===== src/design/oct_pkg.sv =====
`default_nettype none
package oct_pkg;
    // Register offsets, one aligned 32-bit word each, data in bits 7:0 (compare words in bits 15:0)
    localparam logic [7:0] A_FORCE = 8'h00;
    localparam logic [7:0] A_MASK  = 8'h04;
    localparam logic [7:0] A_DATA  = 8'h08;
    localparam logic [7:0] A_CNTHI = 8'h0c;
    localparam logic [7:0] A_CNTLO = 8'h10;
    localparam logic [7:0] A_ACT   = 8'h14;
    localparam logic [7:0] A_IEN1  = 8'h18;
    localparam logic [7:0] A_FLG1  = 8'h1c;
    localparam logic [7:0] A_IEN2  = 8'h20;
    localparam logic [7:0] A_FLG2  = 8'h24;
    localparam logic [7:0] A_AUX   = 8'h28;
    localparam logic [7:0] A_CMP1  = 8'h30;
    localparam logic [7:0] A_CMP5  = 8'h40;

    // Field positions
    localparam int F_TOF    = 7;
    localparam int F_PERIODIC_FLAG   = 6;
    localparam int F_SHF    = 3;
    localparam int F_SHSEL  = 2;

    // Implemented-bit masks
    localparam logic [7:0] M_HI5  = 8'hf8;
    localparam logic [7:0] M_IEN2 = 8'hf3;
    localparam logic [7:0] M_FLG2 = 8'hc0;
    localparam logic [7:0] M_AUX  = 8'h07;

    // Reset values and count maximum
    localparam logic [15:0] CMP_RST  = 16'hffff;
    localparam logic [7:0]  BYTE_RST = 8'h00;
    localparam logic [15:0] CNT_MAX  = 16'hffff;

    // Timing counts
    localparam int PRE_WIN_CYC  = 64;
    localparam int RTI_BASE_LOG = 13;

    typedef enum logic [1:0] {
        PRE_OPEN = 2'b01,
        PRE_SHUT = 2'b10
    } oct_pre_e;

    typedef struct packed {
        logic [7:3] lvl;
        logic [7:3] oe;
    } oct_pin_s;
endpackage
`default_nettype wire


===== src/design/oct_timer.sv =====
// Summary of operation
// - Writing one to a force bit triggers that channel's pin action.
// - Channel-one mask bits 7..3 let channel one drive port pins 7..3.
// - Channel-one match copies data bits to pins wherever mask is set.
// - Unimplemented bits of force, mask, data, flag2, enable2 read zero.
// - Free-running count is 16-bit, prescaled, and read-only.
// - Reading count high byte latches low byte for a coherent pair.
// - Mode/level pairs: 00 off, 01 toggle, 10 clear, 11 set.
// - Channel five compares only while shared-channel select is clear.
// - Enable bits match flags bit for bit; enabled set flag requests irq.
// - Shared enable gates capture four or compare five per select.
// - Flags clear when software writes one to their bit.
// - Compare flag sets whenever count equals channel compare value.
// - Shared flag set by capture four or compare five per select.
// - Capture flags one to three set on detected active edge.
// - Overflow enable one requests irq while overflow flag set.
// - Prescale codes 00..11 divide counter clock by 1, 4, 8, 16.
// - Prescale field takes one write only, within 64 cycles of reset.
// - Overflow flag sets when count rolls from all ones to zero.
// - Periodic period is 2^13, 2^14, 2^15 or 2^16 bus cycles.
// - Periodic timebase runs freely; periods count from reset, not from a rate write.
// - Each periodic timeout sets periodic flag; enable raises irq.
// - First periodic flag comes one full period after reset.
// - Forced compare acts at next count tick and sets no flag.
// - Pin action taken on every match regardless of flag state.
//
// Local design decisions: the Wishbone register port and the register offsets.
`timescale 1ns/10ps
`default_nettype none
module oct_timer
    import oct_pkg::*;
#(
    parameter int RTI_SHIFT = RTI_BASE_LOG,
    parameter int PRE_WIN   = PRE_WIN_CYC
) (
    input  wire logic        clk,
    input  wire logic        rstn,
    input  wire logic        wb_cyc_i,
    input  wire logic        wb_stb_i,
    input  wire logic        wb_we_i,
    input  wire logic [7:0]  wb_adr_i,
    input  wire logic [3:0]  wb_sel_i,
    input  wire logic [31:0] wb_dat_i,
    output logic      [31:0] wb_dat_o,
    output logic             wb_ack_o,
    input  wire logic [3:0]  cap_evt_i,
    output var oct_pin_s     pins_o,
    output logic             irq_o
);
    localparam int RW = RTI_SHIFT + 3;

    logic        ack_r;
    logic [31:0] dat_r;
    logic        req;
    logic        acc;
    logic        wr0;
    logic        wr1;
    logic        rd;
    logic [7:0]  wd;
    logic [7:0]  rdata;

    logic [7:0]  mask_r;
    logic [7:0]  data_r;
    logic [7:0]  act_r;
    logic [7:0]  ien1_r;
    logic [7:0]  flg1_r;
    logic [7:0]  ien2_r;
    logic [7:0]  flg2_r;
    logic [2:0]  aux_r;
    logic [15:0] cmp_r [5];

    logic [15:0] cnt_r;
    logic [15:0] cnt_nxt;
    logic [7:0]  lo_buf_r;
    logic        lo_hold_r;
    logic [3:0]  pre_r;
    logic [3:0]  pre_lim;
    logic        tick;
    oct_pre_e    pst_r;
    logic [6:0]  win_r;

    logic [4:0]  foc_r;
    logic [4:0]  match;
    logic [4:0]  act;
    logic [7:0]  set1;
    logic        shsel;

    logic [RW-1:0] rti_r;
    logic [RW-1:0] rti_msk;
    logic          rto;

    logic [7:3]  pa_r;
    logic [7:3]  pa_nxt;
    logic [7:3]  oe_r;
    logic [7:3]  oe_nxt;
    logic        irq_r;

    // Bus decode: side effects land on the edge that samples ack
    assign req   = wb_cyc_i & wb_stb_i;
    assign acc   = req & ack_r;
    assign wr0   = acc & wb_we_i & wb_sel_i[0];
    assign wr1   = acc & wb_we_i & wb_sel_i[1];
    assign rd    = acc & ~wb_we_i;
    assign wd    = wb_dat_i[7:0];
    assign shsel = aux_r[F_SHSEL];

    always_ff @(posedge clk) begin
        if (!rstn) begin
            ack_r <= 1'b0;
        end else begin
            ack_r <= req & ~ack_r;
        end
    end

    always_comb begin
        rdata = 8'h00;
        case (wb_adr_i)
            A_MASK:  rdata = mask_r & M_HI5;
            A_DATA:  rdata = data_r & M_HI5;
            A_CNTHI: rdata = cnt_r[15:8];
            A_CNTLO: rdata = lo_hold_r ? lo_buf_r : cnt_r[7:0];
            A_ACT:   rdata = act_r;
            A_IEN1:  rdata = ien1_r;
            A_FLG1:  rdata = flg1_r;
            A_IEN2:  rdata = ien2_r & M_IEN2;
            A_FLG2:  rdata = flg2_r & M_FLG2;
            A_AUX:   rdata = {5'h00, aux_r};
            default: rdata = 8'h00;
        endcase
    end

    // Compare words carry 16 bits; everything else reads from rdata
    logic [15:0] cmp_rd;
    logic        cmp_hit;

    always_comb begin
        cmp_rd  = 16'h0000;
        cmp_hit = 1'b0;
        for (int i = 0; i < 5; i++) begin
            if (wb_adr_i == A_CMP1 + 8'(4 * i)) begin
                cmp_rd  = cmp_r[i];
                cmp_hit = 1'b1;
            end
        end
    end

    // Whole read word registered, so the data output is a flop
    always_ff @(posedge clk) begin
        if (!rstn) begin
            dat_r <= 32'h0000_0000;
        end else if (req & ~ack_r) begin
            dat_r <= cmp_hit ? {16'h0000, cmp_rd}
                             : {24'h00_0000, rdata};
        end
    end

    assign wb_ack_o = ack_r;
    assign wb_dat_o = dat_r;

    // Plain control registers
    always_ff @(posedge clk) begin
        if (!rstn) begin
            mask_r <= BYTE_RST;
            data_r <= BYTE_RST;
            act_r  <= BYTE_RST;
            ien1_r <= BYTE_RST;
            aux_r  <= 3'b000;
        end else if (wr0) begin
            case (wb_adr_i)
                A_MASK: mask_r <= wd & M_HI5;
                A_DATA: data_r <= wd & M_HI5;
                A_ACT:  act_r  <= wd;
                A_IEN1: ien1_r <= wd;
                A_AUX:  aux_r  <= wd[2:0];
                default: ;
            endcase
        end
    end

    always_ff @(posedge clk) begin
        if (!rstn) begin
            for (int i = 0; i < 5; i++) begin
                cmp_r[i] <= CMP_RST;
            end
        end else begin
            for (int i = 0; i < 5; i++) begin
                if (wb_adr_i == A_CMP1 + 8'(4 * i)) begin
                    if (wr0) cmp_r[i][7:0]  <= wd;
                    if (wr1) cmp_r[i][15:8] <= wb_dat_i[15:8];
                end
            end
        end
    end

    // Prescale field: one write, and only inside the boot window
    always_ff @(posedge clk) begin
        if (!rstn) begin
            win_r  <= 7'd0;
            pst_r  <= PRE_OPEN;
            ien2_r <= BYTE_RST;
        end else begin
            if (win_r != 7'(PRE_WIN)) begin
                win_r <= win_r + 7'd1;
            end
            if (wr0 && wb_adr_i == A_IEN2) begin
                ien2_r[7:4] <= wd[7:4];
            end
            case (pst_r)
                PRE_OPEN: begin
                    if (wr0 && wb_adr_i == A_IEN2) begin
                        ien2_r[1:0] <= wd[1:0];
                        pst_r       <= PRE_SHUT;
                    end else if (win_r == 7'(PRE_WIN)) begin
                        pst_r <= PRE_SHUT;
                    end
                end
                PRE_SHUT: pst_r <= PRE_SHUT;
                default:  pst_r <= PRE_SHUT;
            endcase
        end
    end

    // Prescaler and free-running count
    always_comb begin
        case (ien2_r[1:0])
            2'b00:   pre_lim = 4'h0;
            2'b01:   pre_lim = 4'h3;
            2'b10:   pre_lim = 4'h7;
            default: pre_lim = 4'hf;
        endcase
    end

    assign tick    = (pre_r >= pre_lim);
    assign cnt_nxt = cnt_r + 16'h0001;

    always_ff @(posedge clk) begin
        if (!rstn) begin
            pre_r <= 4'h0;
            cnt_r <= 16'h0000;
        end else begin
            pre_r <= tick ? 4'h0 : pre_r + 4'h1;
            if (tick) begin
                cnt_r <= cnt_nxt;
            end
        end
    end

    // Coherent pair: low byte frozen at the high-byte read
    always_ff @(posedge clk) begin
        if (!rstn) begin
            lo_buf_r  <= 8'h00;
            lo_hold_r <= 1'b0;
        end else begin
            // Same edge that loads the high byte, else the pair can tear
            if (req && !ack_r && !wb_we_i && wb_adr_i == A_CNTHI) begin
                lo_buf_r <= cnt_r[7:0];
            end
            if (acc) begin
                lo_hold_r <= rd && wb_adr_i == A_CNTHI;
            end
        end
    end

    // Matches sampled at the count transition, once per count value
    genvar g;
    generate
        for (g = 0; g < 5; g++) begin : g_cmp
            assign match[g] = tick && (cnt_nxt == cmp_r[g]);
            assign act[g]   = match[g] | (tick & foc_r[g]);
        end
    endgenerate

    // Force requests wait for the next tick
    always_ff @(posedge clk) begin
        if (!rstn) begin
            foc_r <= 5'b00000;
        end else begin
            if (tick) begin
                foc_r <= 5'b00000;
            end
            if (wr0 && wb_adr_i == A_FORCE) begin
                // Bit 7 forces channel one, which sits at index 0
                foc_r <= foc_r | {wd[3], wd[4], wd[5], wd[6], wd[7]};
            end
        end
    end

    // Flag sources: compares 1..4, shared, captures 1..3
    assign set1 = {match[0], match[1], match[2], match[3],
                   shsel ? cap_evt_i[3] : match[4],
                   cap_evt_i[0], cap_evt_i[1], cap_evt_i[2]};

    // Set beats a same-cycle clear so no event is lost
    always_ff @(posedge clk) begin
        if (!rstn) begin
            flg1_r <= BYTE_RST;
        end else begin
            flg1_r <= (flg1_r & ~((wr0 && wb_adr_i == A_FLG1) ? wd
                       : 8'h00)) | set1;
        end
    end

    // Periodic timebase never restarts except at reset
    always_comb begin
        rti_msk = RW'((1 << (RTI_SHIFT + 32'(aux_r[1:0]))) - 1);
    end

    assign rto = (rti_r & rti_msk) == rti_msk;

    always_ff @(posedge clk) begin
        if (!rstn) begin
            rti_r <= '0;
        end else begin
            rti_r <= rti_r + RW'(1);
        end
    end

    logic [7:0] set2;
    assign set2 = {tick && cnt_r == CNT_MAX, rto, 6'h00};

    always_ff @(posedge clk) begin
        if (!rstn) begin
            flg2_r <= BYTE_RST;
        end else begin
            flg2_r <= ((flg2_r & ~((wr0 && wb_adr_i == A_FLG2) ? wd
                       : 8'h00)) | set2) & M_FLG2;
        end
    end

    // Pin actions; channel one applied last so it wins shared pins
    always_comb begin
        pa_nxt = pa_r;
        oe_nxt = mask_r[7:3];
        for (int k = 1; k < 5; k++) begin
            if (k < 4 || !shsel) begin
                if (act_r[9-2*k -: 2] != 2'b00) begin
                    oe_nxt[7-k] = 1'b1;
                end
                if (act[k]) begin
                    case (act_r[9-2*k -: 2])
                        2'b01:   pa_nxt[7-k] = ~pa_r[7-k];
                        2'b10:   pa_nxt[7-k] = 1'b0;
                        2'b11:   pa_nxt[7-k] = 1'b1;
                        default: pa_nxt[7-k] = pa_r[7-k];
                    endcase
                end
            end
        end
        if (act[0]) begin
            pa_nxt = (pa_nxt & ~mask_r[7:3])
                   | (data_r[7:3] & mask_r[7:3]);
        end
    end

    always_ff @(posedge clk) begin
        if (!rstn) begin
            pa_r <= 5'b00000;
            oe_r <= 5'b00000;
        end else begin
            pa_r <= pa_nxt;
            oe_r <= oe_nxt;
        end
    end

    assign pins_o.lvl = pa_r;
    assign pins_o.oe  = oe_r;

    // Shared enable follows its flag position, so one term covers both uses
    always_ff @(posedge clk) begin
        if (!rstn) begin
            irq_r <= 1'b0;
        end else begin
            irq_r <= |(flg1_r & ien1_r)
                   | (flg2_r[F_TOF] & ien2_r[F_TOF])
                   | (flg2_r[F_PERIODIC_FLAG] & ien2_r[F_PERIODIC_FLAG]);
        end
    end

    assign irq_o = irq_r;
endmodule // oct_timer
`default_nettype wire


===== config.mk =====
export PLATFORM = sky130hd
export DESIGN_NAME = oct_timer
export DESIGN_NICKNAME = d
export VERILOG_FILES = /design/src/design/oct_pkg.sv /design/src/design/oct_timer.sv
export SDC_FILE = /design/constraint.sdc
export NUM_CORES = 1
export LEC_CHECK = 0
export BUFFER_PORTS_ARGS = -buffer_cell sky130_fd_sc_hd__buf_4
export CAP_MARGIN = 0
export CORE_ASPECT_RATIO = 1.75
export CORE_MARGIN = 2
export CORE_UTILIZATION = 60
export DETAILED_ROUTE_END_ITERATION = 10
export GPL_TIMING_DRIVEN = 1
export PLACE_DENSITY = 0.8
export SKIP_CTS_REPAIR_TIMING = 1
export SLEW_MARGIN = 20
export SYNTH_ARGS = -nofsm -noshare
export SYNTH_HDL_FRONTEND = slang
export SYNTH_SLANG_ARGS = --single-unit

===== constraint.sdc =====
create_clock -name clk -period 3.29 [get_ports clk]
set_input_delay 0.4935 -clock clk [delete_from_list [all_inputs] [get_ports clk]]
set_output_delay 0.4935 -clock clk [all_outputs]
set_load 0.02 [all_outputs]

==> results of run 1 <==
layout by cell type, fill, tap and decap left out, types with 11 or more instances in the layout:
cell type	synthesis	layout
buf_4	22	161
dfxtp_1	132	128
nand2_1	109	109
nor2_1	106	105
xnor2_1	80	80
edfxtp_1	80	80
nand3_1	75	75
a21oi_1	74	74
o21ai_0	45	45
xor2_1	33	33
a22oi_1	32	32
or3_1	27	27
nor3_1	26	26
inv_1	25	24
and3_1	22	22
clkbuf_16	0	21
mux2i_1	20	20
a31oi_1	17	17
conb_1	1	16
o221ai_1	13	13
a221oi_1	13	13
nor4_1	14	11
registers in the layout (all words and copies together), names as in the netlist, 6 cells and up, named ones only:
register	count
cmp_r	80
cnt_r	16
rti_r	16
wb_dat_o	16
act_r	8
flg1_r	8
ien1_r	8
lo_buf_r	8
win_r	7
ien2_r	6
logic make-up after synthesis:
| logic type | synth area share [%] |
|---|---|
| AND/OR/NAND/NOR | 20.03 |
| AO/OA/AOI/OAI | 16.45 |
| flip-flops | 45.20 |
| XOR/XNOR | 10.03 |
| buffers and inverters | 5.348 |
| multiplexers | 1.895 |
| adder cells (fa/ha/maj) | 1.009 |
| other | 0.03360 |
metrics by stage:
stage	hold WS [ns]	instance area (um2)
floorplan	0.4260	11220
global route	0.2047	12930
CTS	0.2020	12840
finish	0.2072	12930
global placement	0.4403	12220
detailed placement	0.4524	12220
worst max-delay path, stage by stage, from the launching register on:
cell and delay (ns):
dfxtp_1 0.38, buf_4 0.24, and3_1 0.33, xnor2_2 0.19, xnor2_1 0.11, or4_4 0.50
a2111oi_4 0.47, nand4_2 0.22, buf_4 0.20, a21boi_0 0.21, o21ai_0 0.12, a31oi_1 0.15
routing by layer:
metal | vias up | wire (um) | GRT usage, %
met4 | 0 | 3390 | 29.92
li1 | 4534 | - | -
met3 | 194 | 3202 | 5.269
met5 | - | 0 | 0
met1 | 4800 | 12180 | 40.66
met2 | 645 | 18580 | 65.24
power by group:
part           internal, mW  switching (mW)  total, mW
Sequential             2.74          0.0279       2.77
Combinational         0.105           0.192      0.297
Clock                  1.21            1.02       2.23
final timing paths:
path                               start                     end  slack (ns)  cells past startpoint
setup / recovery   cnt_r[0]$_SDFFE_PN0N_      pa_r[4]$_SDFF_PN0_        0.09                     11
hold / removal              cap_evt_i[1]    flg1_r[1]$_SDFF_PN0_        0.21                      3
setup reg to reg   cnt_r[0]$_SDFFE_PN0N_      pa_r[4]$_SDFF_PN0_        0.09                     11
hold reg to reg   ien2_r[5]$_SDFFE_PN0P_  ien2_r[5]$_SDFFE_PN0P_        0.46                      2
layout make-up:
cell class	instances	area (um2)
multi-input combinational	875	5637
fill	1426	5487
sequential	212	5050
timing repair buffer	162	1229
clock buffer	27	558.0
tap	238	297.8
inverter	25	95.09
clock inverter	8	62.56
==> impl_metrics.json, run 1 <==
{
  "layout_min_cycle_time_ns": 3.196,
  "synth_area_leaders": "dfxtp_1, edfxtp_1, xnor2_1",
  "startpoint_type": "flip-flop",
  "hpwl_mm": 28.52,
  "maxCapViolCount": 0,
  "tritoncts": "yes",
  "cts_sinks": 212,
  "outcome": "complete, no violations",
  "p_per_area_nw_per_um2": 409.2,
  "port_buffers": 62,
  "cp.required_ns": 3.72,
  "drc": 0,
  "first_iter_violations": 1062,
  "yosysWarnings": 0,
  "viasPerCell": 6.576,
  "first_pass_iters": 7,
  "synthTopCellsByCount": "dfxtp_1, nand2_1, nor2_1",
  "crit_arrival_ns": 3.63,
  "grt_pass1_vias": 9838,
  "place_congestion": 1.012,
  "synth_area_per_cell_um2": 9.402,
  "die_area_um2": 19750,
  "grt_first_pass_wirelength_mm": 55.70,
  "drtAntennaViolNets": 0,
  "overflow": 0,
  "clkTransAtPathRegs_ns": 0.07,
  "diodes": 0,
  "ys_types": 85,
  "synth_cells": 1187,
  "rows": 66,
  "antenna_found_initial": 0,
  "place_ws_ns": -0.03655,
  "fin_skew_ns": 0.01049,
  "wl_per_cell_um": 24.15,
  "die_width_um": 107.1,
  "vdd_drop_max_v": 0.0004533,
  "yosysTopAreaCell": "dfxtp_1",
  "htreeDepth": 1,
  "dieHeight_um": 184.4,
  "worstHoldPathType": "in -> reg",
  "grtUsageTotal_pct": 37.76,
  "synth-seq-cells": 212,
  "initial_utilization_pct": 60.61,
  "period_share_pct": 97.14,
  "clock_latency_ns": 0.50,
  "root_buffer": "clkbuf_16",
  "nets": 1358,
  "grt_start_max_net_pins": 41,
  "syn2layout_area_growth_pct": 15.84,
  "p_total_mw": 5.290,
  "synth-async-reset-ratio_pct": 0,
  "clockBufferDepth": 3,
  "endpoint_kind": "flip-flop",
  "vias": 10173,
  "syn_area_um2": 11160,
  "fin_util_pct": 70.21,
  "p_leak_nw": 4.253,
  "finalSetupViolations": 0,
  "max_freq_mhz": 312.9,
  "synth_ff_type": "dfxtp_1",
  "yosysSeqAreaShare_pct": 45.20,
  "dp.cells": 1509,
  "yosysMostFrequentCell": "dfxtp_1",
  "io_pins": 97,
  "crit_type": "reg -> reg",
  "core_um2": 18420,
  "synth_edf_count": 80,
  "hold_viol_final": 0,
  "fin_setup_tns_ns": 0,
  "final_cells": 1547,
  "tightestPinTransition_ns": 0.8924,
  "cts-buffers-inserted": 20,
  "relSlewSlack_pct": 40.51,
  "totalWireLength_mm": 37.35,
  "synth_top_area_share_pct": 23.68,
  "worst_slack_ns": 0.09402,
  "crit_path_max_fanout": 12,
  "finalMaxSlewViolations": 0,
  "layout-drive-gt1-share_pct": 17.72
}
Power figures use the tool's default switching activity.
==> inputs of run 2 (changes only) <==
Settings changed: CORE_ASPECT_RATIO 1.75 to 1.1, CTS_BUF_LIST set to sky130_fd_sc_hd__clkbuf_2.
==> run 2 against run 1 <==
Maximum frequency grew 1.5%. Critical path depth down 1. Sequential power is essentially flat. Global-route usage is 0.57 points lower. Flip-flop and latch count is the same. Register-to-register slack improved by 0.05 ns. Cell area about the same. Hold slack lost 0.20 ns. Largest cell class unchanged. Largest power group unchanged. Highest routed layer unchanged.
==> impl_metrics.json, run 2 (synthesis gave the netlist of run 1 again) <==
{
  "rsz0062_at_grt": "no",
  "crit_buf_inv": 1,
  "power.internal_mw": 3.469,
  "vdd_drop_max_v": 0.0003227,
  "relSlewSlack_pct": 46.79,
  "layout_min_cycle_time_ns": 3.148,
  "startpoint_type": "flip-flop",
  "crit_chain": "buf_4, and3_1, xnor2_2, xnor2_1, or4_4, a2111oi_4, nand4_2, or3b_1, o311a_1, a31oi_1",
  "reg2reg_to": "pa_r[4]$_SDFF_PN0_",
  "worstHoldPathType": "in -> reg",
  "worst_slack_ns": 0.1423,
  "max_freq_mhz": 317.7,
  "syn2layout_area_growth_pct": 15.80,
  "hold_path_end": "cmp_r[4][13]$_DFFE_PP_",
  "io_pins": 97,
  "grt_pass1_vias": 9733,
  "clockBufferDepth": 3,
  "p_leak_nw": 4.344,
  "layout-drive-gt1-share_pct": 20.39,
  "reg2reg_slack_ns": 0.14,
  "dieHeight_um": 147.0,
  "switching_share_pct": 27.15,
  "cts_sinks": 212,
  "tritoncts": "yes",
  "maxCapViolCount": 0,
  "final_common_cell": "buf_4",
  "top_register": "cmp_r",
  "drc": 0,
  "fin_skew_ns": 0.09353,
  "crit_arrival_ns": 3.86,
  "startpoint": "cnt_r[0]$_SDFFE_PN0N_",
  "power_frac_comb_pct": 6.6,
  "endpoint_kind": "flip-flop",
  "grt_start_max_net_pins": 94,
  "hpwl_mm": 27.90,
  "antenna_found_initial": 1,
  "wl_per_cell_um": 22.77,
  "core_um2": 18350,
  "finalSetupViolations": 0,
  "viasPerCell": 6.330,
  "first_pass_iters": 6,
  "grt_first_pass_wirelength_mm": 55.64,
  "drtAntennaViolNets": 0,
  "outcome": "complete, no violations",
  "clock_latency_ns": 0.87,
  "clockPowerShare_pct": 35.4,
  "nets": 1405,
  "cp.required_ns": 4.00,
  "tightestPinTransition_ns": 0.7897,
  "root_buffer": "clkbuf_2",
  "port_buffers": 62,
  "clkTransAtPathRegs_ns": 0.11,
  "vias": 10267,
  "fin_setup_tns_ns": 0,
  "whs_path_depth": 3,
  "totalWireLength_mm": 36.94,
  "pwr-share-seq_pct": 58.1,
  "htreeDepth": 2,
  "crit_path_max_fanout": 11,
  "grtUsageTotal_pct": 37.19,
  "rows": 52,
  "cts-buffers-inserted": 52,
  "r2r-start": "cnt_r[0]$_SDFFE_PN0N_",
  "power.switching_mw": 1.293,
  "overflow": 0,
  "largest_reg_flops": 80,
  "finalMaxSlewViolations": 0,
  "period_share_pct": 95.67,
  "die_area_um2": 19710,
  "crit_type": "reg -> reg",
  "place_congestion": 1.027,
  "critPathTopFamily": "simple AND/OR/NAND/NOR gates",
  "min-delay-start": "wb_dat_i[13]",
  "initial_utilization_pct": 60.83,
  "reg2regPathDepth": 10,
  "first_iter_violations": 1315,
  "die_width_um": 134.0,
  "hold_viol_final": 0,
  "p_per_area_nw_per_um2": 368.5,
  "critPathSlowestCell": "or4_4",
  "place_ws_ns": 0.05607,
  "timing.hold.ws_ns": 0.005789,
  "crit_path_max_incr_delay_ns": 0.50,
  "final_cell_mix": "buf_4, dfxtp_1, nand2_1"
}
run 2: area by class of cell:
type / instances / area [um2]
diodes: 1 / 2.502
inverters: 25 / 95.09
clock buffers: 75 / 375.4
fillers: 1441 / 5424
multi-input cells: 875 / 5639
repair buffers: 177 / 1399
well taps: 243 / 304.0
clock inverters: 14 / 61.31
flip-flops and latches: 212 / 5047
run 2: power groups by stage:
stage          Sequential (mW)  Combinational [mW]  Clock, mW
2_1_floorplan             2.82               0.173          0
3_3_place_gp              2.82               0.278          0
3_5_place_dp              2.82               0.283          0
4_1_cts                   2.76               0.284       1.70
5_1_grt                   2.77               0.329       1.84
6_report                  2.76               0.313       1.68
run 2: worst reg2reg max path, cell delays in order, from the launching register on:
cell       delay [ns]
dfxtp_2          0.39
buf_4            0.24
and3_1           0.32
xnor2_2          0.20
xnor2_1          0.10
or4_4            0.50
a2111oi_4        0.39
nand4_2          0.26
or3b_1           0.42
o311a_1          0.11
a31oi_1          0.15
run 2: worst max path at each step:
| stage | end | slack (ns) | cells after the start |
|---|---|---|---|
| 2_1_floorplan | pa_r[4]$_SDFF_PN0_ | 0.25 | 11 |
| 3_3_place_gp | pa_r[5]$_SDFF_PN0_ | 0.1 | 12 |
| 3_5_place_dp | pa_r[5]$_SDFF_PN0_ | 0.06 | 12 |
| 4_1_cts | pa_r[5]$_SDFF_PN0_ | 0.04 | 12 |
| 5_1_grt | pa_r[6]$_SDFF_PN0_ | 0.02 | 10 |
| 6_report | pa_r[4]$_SDFF_PN0_ | 0.14 | 10 |
run 2: routing by layer:
metal	vias to the layer above	track usage, %	routed length, um
met5	-	0	0
met4	0	21.47	2433
met3	161	7.937	3597
met2	673	62.36	17660
met1	4776	44.17	13240
li1	4657	-	-
run 2: metrics by stage:
stage | util (%) | power, mW | cells | area (um2)
CTS | 69.11 | 4.750 | 1603 | 12680
global route | 70.44 | 4.932 | 1622 | 12920
global placement | 66.73 | 3.100 | 1514 | 12240
finish | 70.44 | 4.762 | 1622 | 12920
detailed placement | 66.73 | 3.105 | 1514 | 12240
floorplan | - | 2.992 | 1202 | 11220
